`src/ccanf_pkg.sv`:
```
// Purpose: constants and types shared by the car call anti nuisance filter
// Assumes: one 125 MHz clock, registers reached over AXI4-Lite with 32-bit data
// Notes: register offsets are byte addresses
// Operation
// a new car call is refused while the accepted count is at or above the set maximum (0..63).
// all car calls are erased after the set number of stops (1..63, 0 turns this off) pass without a photocell trigger.
// with empty-car blocking on and the empty-car contact active, no car call is accepted.
// with direction clearing on, car calls opposite the new travel direction are erased on a reversal.
// with clear-both-directions on, both landing calls of the destination floor are erased on approach.
// the stop count restarts at zero on a photocell trigger and after the car calls are cleared.
package ccanf_pkg;
	localparam int CCANF_FLOORS = 16;
	localparam int CCANF_CNT_W = 6;
	localparam logic [7:0] CCANF_CTRL_OFS = 8'h00;
	localparam logic [7:0] CCANF_LIMIT_OFS = 8'h04;
	localparam logic [7:0] CCANF_STATUS_OFS = 8'h08;
	localparam logic [7:0] CCANF_CAR_OFS = 8'h0c;
	localparam logic [7:0] CCANF_HALL_OFS = 8'h10;
	localparam int CCANF_EN_EMPTY_BIT = 0;
	localparam int CCANF_EN_DIR_BIT = 1;
	localparam int CCANF_EN_BOTH_BIT = 2;
	localparam int CCANF_MAXC_LSB = 0;
	localparam int CCANF_STOPS_LSB = 8;
	localparam logic [2:0] CCANF_CTRL_RST = 3'h0;
	localparam logic [5:0] CCANF_MAXC_RST = 6'h3f;
	localparam logic [5:0] CCANF_STOPS_RST = 6'h00;
	localparam logic [1:0] CCANF_RESP_OKAY = 2'h0;
	localparam logic [1:0] CCANF_RESP_SLVERR = 2'h2;
	typedef enum logic [1:0] {CCANF_DIR_NONE, CCANF_DIR_UP, CCANF_DIR_DOWN} ccanf_dir_e;
endpackage

```
`src/ccanf_axil.sv`:
```
// Purpose: AXI4-Lite slave for the filter's registers
// Assumes: single outstanding write and read, 32-bit data
// Notes: unmapped addresses answer SLVERR, reads of them give zero
`timescale 1ns/1ps
`default_nettype none
module ccanf_axil (
	input wire logic clk,
	input wire logic resetn,
	input wire logic [7:0] s_axi_awaddr,
	input wire logic s_axi_awvalid,
	output logic s_axi_awready,
	input wire logic [31:0] s_axi_wdata,
	input wire logic [3:0] s_axi_wstrb,
	input wire logic s_axi_wvalid,
	output logic s_axi_wready,
	output logic [1:0] s_axi_bresp,
	output logic s_axi_bvalid,
	input wire logic s_axi_bready,
	input wire logic [7:0] s_axi_araddr,
	input wire logic s_axi_arvalid,
	output logic s_axi_arready,
	output logic [31:0] s_axi_rdata,
	output logic [1:0] s_axi_rresp,
	output logic s_axi_rvalid,
	input wire logic s_axi_rready,
	output logic wr_en,
	output logic [7:0] wr_addr,
	output logic [31:0] wr_data,
	output logic [3:0] wr_strb,
	output logic [7:0] rd_addr,
	input wire logic [31:0] rd_data,
	input wire logic rd_hit,
	input wire logic wr_hit
);
	import ccanf_pkg::*;

	typedef struct packed {
		logic aw_got;
		logic w_got;
		logic [7:0] aw_addr;
		logic [31:0] w_data;
		logic [3:0] w_strb;
		logic bvalid;
		logic [1:0] bresp;
		logic rvalid;
		logic [31:0] rdata;
		logic [1:0] rresp;
		logic awready;
		logic wready;
		logic arready;
	} ccanf_axs_s;

	ccanf_axs_s st_r;
	ccanf_axs_s st_nxt;

	// every bus output leaves the state register
	assign s_axi_awready = st_r.awready;
	assign s_axi_wready = st_r.wready;
	assign s_axi_arready = st_r.arready;
	assign s_axi_bvalid = st_r.bvalid;
	assign s_axi_bresp = st_r.bresp;
	assign s_axi_rvalid = st_r.rvalid;
	assign s_axi_rdata = st_r.rdata;
	assign s_axi_rresp = st_r.rresp;
	assign wr_en = st_r.aw_got && st_r.w_got;
	assign wr_addr = st_r.aw_addr;
	assign wr_data = st_r.w_data;
	assign wr_strb = st_r.w_strb;
	assign rd_addr = s_axi_araddr;

	// capture address and data in any order, answer once both are held
	always_comb
	begin
		st_nxt = st_r;
		if (s_axi_awvalid && s_axi_awready)
		begin
			st_nxt.aw_got = 1'b1;
			st_nxt.aw_addr = s_axi_awaddr;
		end
		if (s_axi_wvalid && s_axi_wready)
		begin
			st_nxt.w_got = 1'b1;
			st_nxt.w_data = s_axi_wdata;
			st_nxt.w_strb = s_axi_wstrb;
		end
		if (st_r.aw_got && st_r.w_got)
		begin
			st_nxt.aw_got = 1'b0;
			st_nxt.w_got = 1'b0;
			st_nxt.bvalid = 1'b1;
			st_nxt.bresp = wr_hit ? CCANF_RESP_OKAY : CCANF_RESP_SLVERR;
		end
		if (st_r.bvalid && s_axi_bready)
			st_nxt.bvalid = 1'b0;
		if (s_axi_arvalid && s_axi_arready)
		begin
			st_nxt.rvalid = 1'b1;
			st_nxt.rdata = rd_hit ? rd_data : 32'h0;
			st_nxt.rresp = rd_hit ? CCANF_RESP_OKAY : CCANF_RESP_SLVERR;
		end
		else if (st_r.rvalid && s_axi_rready)
			st_nxt.rvalid = 1'b0;
		// ready while the holding slot is empty and no answer is pending
		st_nxt.awready = !st_nxt.aw_got && !st_nxt.bvalid;
		st_nxt.wready = !st_nxt.w_got && !st_nxt.bvalid;
		st_nxt.arready = !st_nxt.rvalid;
	end

	// state register
	always_ff @(posedge clk or negedge resetn)
	begin
		if (!resetn)
		begin
			st_r <= '0;
			st_r.awready <= 1'b1;
			st_r.wready <= 1'b1;
			st_r.arready <= 1'b1;
		end
		else
			st_r <= st_nxt;
	end
endmodule
`default_nettype wire

```
`src/ccanf_top.sv`:
```
// Purpose: car call anti nuisance filter for a lift controller
// Assumes: inputs synchronous to clk; call buttons are one-cycle pulses
// Notes: car calls and landing calls are one bit per floor
//
// The register addresses and the AXI4-Lite register port are this design's own decisions.
`timescale 1ns/1ps
`default_nettype none
module ccanf_top #(
	parameter int FLOORS = ccanf_pkg::CCANF_FLOORS
) (
	input wire logic clk,
	input wire logic resetn,
	input wire logic [7:0] s_axi_awaddr,
	input wire logic s_axi_awvalid,
	output logic s_axi_awready,
	input wire logic [31:0] s_axi_wdata,
	input wire logic [3:0] s_axi_wstrb,
	input wire logic s_axi_wvalid,
	output logic s_axi_wready,
	output logic [1:0] s_axi_bresp,
	output logic s_axi_bvalid,
	input wire logic s_axi_bready,
	input wire logic [7:0] s_axi_araddr,
	input wire logic s_axi_arvalid,
	output logic s_axi_arready,
	output logic [31:0] s_axi_rdata,
	output logic [1:0] s_axi_rresp,
	output logic s_axi_rvalid,
	input wire logic s_axi_rready,
	input wire logic [FLOORS-1:0] car_button,
	input wire logic [FLOORS-1:0] car_served,
	input wire logic [FLOORS-1:0] hall_up_button,
	input wire logic [FLOORS-1:0] hall_dn_button,
	input wire logic [FLOORS-1:0] hall_up_served,
	input wire logic [FLOORS-1:0] hall_dn_served,
	input wire logic [FLOORS-1:0] car_position,
	input wire logic travel_up,
	input wire logic travel_down,
	input wire logic stop_done,
	input wire logic photocell_trip,
	input wire logic empty_car_contact,
	input wire logic approach_pulse,
	input wire logic [FLOORS-1:0] approach_floor,
	output logic [FLOORS-1:0] car_calls,
	output logic [FLOORS-1:0] hall_up_calls,
	output logic [FLOORS-1:0] hall_dn_calls
);
	import ccanf_pkg::*;

	typedef struct packed {
		logic [2:0] ctrl;
		logic [CCANF_CNT_W-1:0] max_calls;
		logic [CCANF_CNT_W-1:0] stops_limit;
		logic [CCANF_CNT_W-1:0] stop_cnt;
		ccanf_dir_e dir;
		logic [FLOORS-1:0] car;
		logic [FLOORS-1:0] hup;
		logic [FLOORS-1:0] hdn;
		logic refused;
		logic cleared_stops;
	} ccanf_st_s;

	ccanf_st_s st_r;
	ccanf_st_s st_nxt;
	logic wr_en;
	logic [7:0] wr_addr;
	logic [31:0] wr_data;
	logic [3:0] wr_strb;
	logic [7:0] rd_addr;
	logic [31:0] rd_data;
	logic rd_hit;
	logic wr_hit;

	// count of set bits in a call vector
	function automatic logic [7:0] ccanf_popcnt(input logic [FLOORS-1:0] v);
		logic [7:0] n;
		n = 8'h0;
		for (int i = 0; i < FLOORS; i++)
			n = n + {7'h0, v[i]};
		return n;
	endfunction

	// mask of floors strictly above (up) or below (down) the car
	function automatic logic [FLOORS-1:0] ccanf_side(input logic [FLOORS-1:0] pos, input logic above);
		logic [FLOORS-1:0] m;
		logic seen;
		m = '0;
		seen = 1'b0;
		for (int i = 0; i < FLOORS; i++)
		begin
			m[i] = seen;
			seen = seen | pos[i];
		end
		if (!above)
			m = ~(m | pos);
		return m;
	endfunction

	ccanf_axil u_axil (
		.clk(clk),
		.resetn(resetn),
		.s_axi_awaddr(s_axi_awaddr),
		.s_axi_awvalid(s_axi_awvalid),
		.s_axi_awready(s_axi_awready),
		.s_axi_wdata(s_axi_wdata),
		.s_axi_wstrb(s_axi_wstrb),
		.s_axi_wvalid(s_axi_wvalid),
		.s_axi_wready(s_axi_wready),
		.s_axi_bresp(s_axi_bresp),
		.s_axi_bvalid(s_axi_bvalid),
		.s_axi_bready(s_axi_bready),
		.s_axi_araddr(s_axi_araddr),
		.s_axi_arvalid(s_axi_arvalid),
		.s_axi_arready(s_axi_arready),
		.s_axi_rdata(s_axi_rdata),
		.s_axi_rresp(s_axi_rresp),
		.s_axi_rvalid(s_axi_rvalid),
		.s_axi_rready(s_axi_rready),
		.wr_en(wr_en),
		.wr_addr(wr_addr),
		.wr_data(wr_data),
		.wr_strb(wr_strb),
		.rd_addr(rd_addr),
		.rd_data(rd_data),
		.rd_hit(rd_hit),
		.wr_hit(wr_hit)
	);

	// address decode
	assign wr_hit = (wr_addr == CCANF_CTRL_OFS) || (wr_addr == CCANF_LIMIT_OFS);
	always_comb
	begin
		rd_hit = 1'b1;
		rd_data = 32'h0;
		case (rd_addr)
			CCANF_CTRL_OFS: rd_data = {29'h0, st_r.ctrl};
			CCANF_LIMIT_OFS: rd_data = {18'h0, st_r.stops_limit, 2'h0, st_r.max_calls};
			CCANF_STATUS_OFS: rd_data = {16'h0, 6'h0, st_r.cleared_stops, st_r.refused,
				st_r.dir, st_r.stop_cnt};
			CCANF_CAR_OFS: rd_data = 32'(st_r.car);
			CCANF_HALL_OFS: rd_data = {16'(st_r.hdn), 16'(st_r.hup)};
			default: rd_hit = 1'b0;
		endcase
	end

	assign car_calls = st_r.car;
	assign hall_up_calls = st_r.hup;
	assign hall_dn_calls = st_r.hdn;

	// call filtering and clearing
	always_comb
	begin
		logic [FLOORS-1:0] newc;
		logic [7:0] cnt;
		logic block;
		logic reverse;
		ccanf_dir_e dnew;
		newc = '0;
		cnt = 8'h0;
		block = 1'b0;
		reverse = 1'b0;
		dnew = st_r.dir;
		st_nxt = st_r;
		st_nxt.refused = 1'b0;
		st_nxt.cleared_stops = 1'b0;
		// software writes to control and limits
		if (wr_en && wr_addr == CCANF_CTRL_OFS && wr_strb[0])
			st_nxt.ctrl = wr_data[2:0];
		if (wr_en && wr_addr == CCANF_LIMIT_OFS && wr_strb[0])
			st_nxt.max_calls = wr_data[CCANF_MAXC_LSB +: CCANF_CNT_W];
		if (wr_en && wr_addr == CCANF_LIMIT_OFS && wr_strb[1])
			st_nxt.stops_limit = wr_data[CCANF_STOPS_LSB +: CCANF_CNT_W];
		// served calls drop out
		st_nxt.car = st_r.car & ~car_served;
		st_nxt.hup = (st_r.hup & ~hall_up_served) | hall_up_button;
		st_nxt.hdn = (st_r.hdn & ~hall_dn_served) | hall_dn_button;
		// accept new car calls one floor at a time against the limit
		cnt = ccanf_popcnt(st_nxt.car);
		block = st_r.ctrl[CCANF_EN_EMPTY_BIT] && empty_car_contact;
		for (int i = 0; i < FLOORS; i++)
		begin
			if (car_button[i] && !st_nxt.car[i])
			begin
				if (block || cnt >= {2'h0, st_r.max_calls})
					st_nxt.refused = 1'b1;
				else
				begin
					newc[i] = 1'b1;
					cnt = cnt + 8'h1;
				end
			end
		end
		st_nxt.car = st_nxt.car | newc;
		// travel direction tracking and reversal clearing
		if (travel_up)
			dnew = CCANF_DIR_UP;
		else if (travel_down)
			dnew = CCANF_DIR_DOWN;
		reverse = (st_r.dir == CCANF_DIR_UP && dnew == CCANF_DIR_DOWN) ||
			(st_r.dir == CCANF_DIR_DOWN && dnew == CCANF_DIR_UP);
		st_nxt.dir = dnew;
		if (reverse && st_r.ctrl[CCANF_EN_DIR_BIT])
			st_nxt.car = st_nxt.car & ~ccanf_side(car_position, dnew == CCANF_DIR_DOWN);
		// approach clears both landing directions of the destination
		if (approach_pulse && st_r.ctrl[CCANF_EN_BOTH_BIT])
		begin
			st_nxt.hup = st_nxt.hup & ~approach_floor;
			st_nxt.hdn = st_nxt.hdn & ~approach_floor;
		end
		// stops without photocell trigger
		if (photocell_trip)
			st_nxt.stop_cnt = '0;
		else if (stop_done)
		begin
			if ({1'b0, st_r.stop_cnt} + 7'h01 >= {1'b0, st_r.stops_limit} && st_r.stops_limit != 6'h0)
			begin
				st_nxt.car = '0;
				st_nxt.stop_cnt = '0;
				st_nxt.cleared_stops = 1'b1;
			end
			else
				st_nxt.stop_cnt = st_r.stop_cnt + 6'h1;
		end
	end

	// state register
	always_ff @(posedge clk or negedge resetn)
	begin
		if (!resetn)
		begin
			st_r <= '0;
			st_r.ctrl <= CCANF_CTRL_RST;
			st_r.max_calls <= CCANF_MAXC_RST;
			st_r.stops_limit <= CCANF_STOPS_RST;
			st_r.dir <= CCANF_DIR_NONE;
		end
		else
			st_r <= st_nxt;
	end
endmodule
`default_nettype wire

```
`config.mk`:
```
export PLATFORM = sky130hd
export DESIGN_NAME = ccanf_top
export DESIGN_NICKNAME = d
export VERILOG_FILES = /design/src/ccanf_pkg.sv /design/src/ccanf_axil.sv /design/src/ccanf_top.sv
export SDC_FILE = /design/constraint.sdc
export NUM_CORES = 1
export LEC_CHECK = 0
export BUFFER_PORTS_ARGS = -buffer_cell sky130_fd_sc_hd__buf_2
export CAP_MARGIN = 20
export CORE_MARGIN = 4
export CORE_UTILIZATION = 30
export DETAILED_ROUTE_END_ITERATION = 10
export PLACE_DENSITY = 0.5
export SYNTH_ARGS = -nofsm -noshare
export SYNTH_HDL_FRONTEND = slang
export SYNTH_HIERARCHICAL = 1
export SYNTH_SLANG_ARGS = --single-unit
export TNS_END_PERCENT = 100
```
`constraint.sdc`:
```
create_clock -name clk -period 49 [get_ports clk]
set_input_delay 4.9 -clock clk [delete_from_list [all_inputs] [get_ports clk]]
set_output_delay 4.9 -clock clk [all_outputs]
set_load 0.02 [all_outputs]
```
; Word level (Yosys, flattened, before mapping)
; Cells that the tools add are included.
[totals]
reg_bits = 140
wordCells = 310
[op_classes]
add_sub_neg = 32
magnitude_cmp = 17
eq_ne = 9
n_mux = 121
bitwise = 30
reduce_logical = 78
[ops]
columns = cell, n
row1 = $mux W8, 30
row2 = $pmux W32 S5, 1
row3 = $ge A8 B6 Y1, 16
row4 = $add A8 B1 Y8 const B, 15
row5 = $and A16 B16 Y16, 6
row6 = $mux W16, 6
row7 = $not A16 Y16, 6
row8 = $mux W1, 73
row9 = $add A8 B1 Y8, 8
row10 = $mux W32, 2
row11 = $or A16 B16 Y16, 4
row12 = $logic_and A1 B1 Y1, 35
row13 = $logic_not A1 Y1, 20
row14 = $logic_or A1 B1 Y1, 18
row15 = $mux W6, 3
row16 = $eq A8 B3 Y1 const B, 2
row17 = $eq A8 B4 Y1 const B, 2
row18 = $logic_not A8 Y1, 2
row19 = $or A1 B1 Y1, 14
row20 = $mux W2, 5
row21 = $add A7 B1 Y8, 1
row22 = $eq A8 B5 Y1 const B, 1
row23 = $add A6 B1 Y7, 1
row24 = $add A6 B1 Y7 const B, 1
row25 = other kinds (13), 15

; Longest topological paths before layout
[depth]
depth_word = 87
mapped_depth = 182
ltp_nobuf = 180

; Modules after synthesis
; Netlist, hierarchy kept.
[modules_own_cells]
columns = mod, n_inst, cells_each, area_per_inst_um2, seq_area_each_um2
row1 = ccanf_top, 1, 1286, 10567.6, 1834.3
row2 = ccanf_axil, 1, 356, 4185.3, 2130.8

; Worst setup path before layout
; OpenSTA, ideal clock, no wires.
[synth_timing]
path_kind = input-to-reg
from = input car_served[0]
to = register st_r, in the netlist car_calls[15]
arrival_time_ns = 39.244
required_ns = 48.935
setup_slack_ns = 9.691
path_stages = 175
n_path_buf = 2
path_cell_list = nand2b_1 > inv_1 > fa_1 > inv_1 > fa_1 > fa_1 > inv_1 > fa_1 > ha_1 > fa_1 > xnor2_2 > inv_1 > ha_1 > o21a_1 > o211ai_1 > o21ai_4 > or3_1 > xor2_1 > [... 139 more ...] > a21oi_1 > nor2b_1 > o21ai_0 > nand2b_1 > a211oi_1 > nor3b_1 > and2_1 > mux2_1 > ha_1 > a21o_1 > a21oi_1 > nor2b_1 > o21ai_0 > nand2b_1 > a211oi_1 > nand3_1 > a311oi_1 > o21a_1
[synth_lines]
columns = item, line
row1 = from (decl), ccanf_top.sv:31  ; input wire logic [FLOORS-1:0] car_served,
row2 = to (signal assigned), ccanf_top.sv:238  ; st_r <= st_nxt;
row3 = to (decl), ccanf_top.sv:63  ; ccanf_st_s st_r;

==> impl_results.md <==
* Routed WL per cell at just over 20 um
* Final Skew at around 0.0097 ns
* Crit path time final at approximately 45 ns
* Drt pass-1 iters at 5
* Via density at 5.075
* FMAX at 22.22 MHz
* CP Launch Type: input port
* Gpl congestion at 0.9858
* Critical Path Sink: car_calls[15]
* Root buf cell: clkbuf_16
* Worst EP arrival at 45.37 ns
* H-tree depth at 4
* Fill cell total of the finished layout at about 4800
* Final Setup Violations at 0
* Layout cells sized above 1 at about a quarter
* Crit end category: flip-flop
* Slew Limit Fails at 0
* Synthesis-to-layout area growth at 12.17%
* Mapped Cells at roughly 1600
* Largest net degree at the start of global routing at 70
* CP max FO at 11
* Total GRT Usage at 18.87%
* Crit Path Category: input port to flip-flop
* # rows at 78
* First-pass GRT wire length at ~72 mm
* Maxcap violations at 0
* Max clock buf depth at 2
* Commonest non-fill, non-tap cell in the layout: buf_2
* Total gr overflow at 0
* Clock slew seen by the registers of the worst setup and hold paths at about 0.060 ns
* Core area at around 0.045 mm^2
* Drc violations at 0
* Outcome: complete, no violations
* Actual slew at the worst max-slew pin at 0.9662 ns
* Final net count at 2027
* Worst R2R Start: car_calls[3]
* # clock sinks at ~140
* I/O Buffers at ~260
* I/O pins at around 280
* Setup bufs post-CTS at 0
* Initial DRC count at slightly above 800
* Critical-path top delay cell: a21oi_1
* Avg Inst Size Synth at approximately 8.7 um^2
* Vias in the first global route at 11900
* CP max stage delay at between 0.7 and 0.8 ns
* CTS Hold Buffers Added at 0
* Hold wc startpoint: u_axil/s_axi_rvalid
* Clock buffer count from CTS at 17
* Reg2Reg Setup Slack at between 8 and 9 ns
* Worst-Skew Late Latency at 0.43 ns
* Fin. Hold Viols at 0
* Fin Hold WS at approximately 0.45 ns
* FF-to-FF End: car_calls[15]
* Yosys warns at 6
* Relative slew slack at around a third
* Resized Gates After CTS at 0
* CTS tree: yes
* Full die area at around 0.049 mm^2
* CP Launch Point: car_served[5]
* Die Height at around 220 um
* Part of the cycle the worst path needs at 91.83%
* Post-DRT Antenna Nets at 0
* Synthesized cell area at approximately 0.014 mm^2
* Hold crit path type: flip-flop to flip-flop
* Final wirelength at roughly 47 mm
* Worst path required time at between 40 and 50 ns
* Via Count at 11750
* Reg2reg path depth at around 170
* Commonest non-fill, non-tap cells in the layout: 256 x buf_2, 141 x inv_1, 127 x dfrtp_1
* Die W at approximately 220 um
* Setup tns final at 0 ns
* Antenna violations before repair at 5
* Starting Density at 30.28%
* Crit-path most repeated cell: a21o_1
* RSZ-0062 raised after global routing: false
* Detailed Place HPWL at 37.92 mm
how the worst min path moves through the flow:
stage                                end  slack (ns)  depth (start not counted)
floorplan            u_axil/s_axi_wready        0.48                          1
global placement    u_axil/s_axi_arready        0.42                          1
detailed placement  u_axil/s_axi_arready        0.44                          1
CTS                 u_axil/s_axi_arready        0.45                          1
global route        u_axil/s_axi_arready        0.46                          1
finish              u_axil/s_axi_arready        0.45                          1
sequential cells by signal, indices dropped and copies added, names as in the netlist:
name	cells
u_axil/s_axi_rvalid	1
st_r	25
hall_up_calls	16
u_axil/s_axi_rdata	32
u_axil/s_axi_bvalid	1
u_axil/wr_strb	2
car_calls	16
u_axil/st_r	2
u_axil/wr_addr	8
u_axil/s_axi_wready	1
u_axil/s_axi_rresp	1
u_axil/s_axi_bresp	1
u_axil/s_axi_awready	1
u_axil/s_axi_arready	1
u_axil/wr_data	12
hall_dn_calls	16
per-layer routing:
layer / wire length (um) / track usage (%) / part of all wire, %
met4: 1406 / 6.363 / 3.0
met5: 32 / 0 / 0.068
met1: 21490 / 24.75 / 46
met2: 21790 / 31.13 / 46
met3: 2487 / 3.879 / 5.3
stage by stage:
stage	util, %	std cells	setup WS (ns)	cell area (um^2)
2_1_floorplan	-	1576	9.691	13720
3_3_place_gp	32.52	2283	4.235	14720
3_5_place_dp	32.52	2283	3.774	14720
4_1_cts	33.96	2315	4.090	15380
5_1_grt	33.97	2316	0.4641	15380
6_report	33.97	2316	4.002	15380
worst max-delay path, delay by kind of cell:
| family | cells | cell delay, ns |
|---|---|---|
| buf+inv | 15 | 1.84 |
| simple gates | 54 | 10.60 |
| fa+ha+maj | 22 | 7.21 |
| compound gates | 71 | 16.20 |
| xor+xnor | 10 | 3.67 |
| mux | 3 | 0.97 |
cell type report:
| class | count | area, um^2 | area share, % |
|---|---|---|---|
| flip-flops and latches | 136 | 3415 | 22.20 |
| diodes | 1 | 2.502 | 0.01627 |
| well taps | 600 | 750.7 | 4.880 |
| clock inverters | 11 | 195.2 | 1.269 |
| inverters | 152 | 570.5 | 3.709 |
| multi-input cells | 1126 | 8606 | 55.95 |
| clock buffers | 21 | 460.4 | 2.993 |
| repair buffers | 269 | 1383 | 8.988 |
Power is left out: the tool's default activity adds up to more than one toggle a clock period on the data nets, which glitch-free logic cannot reach.
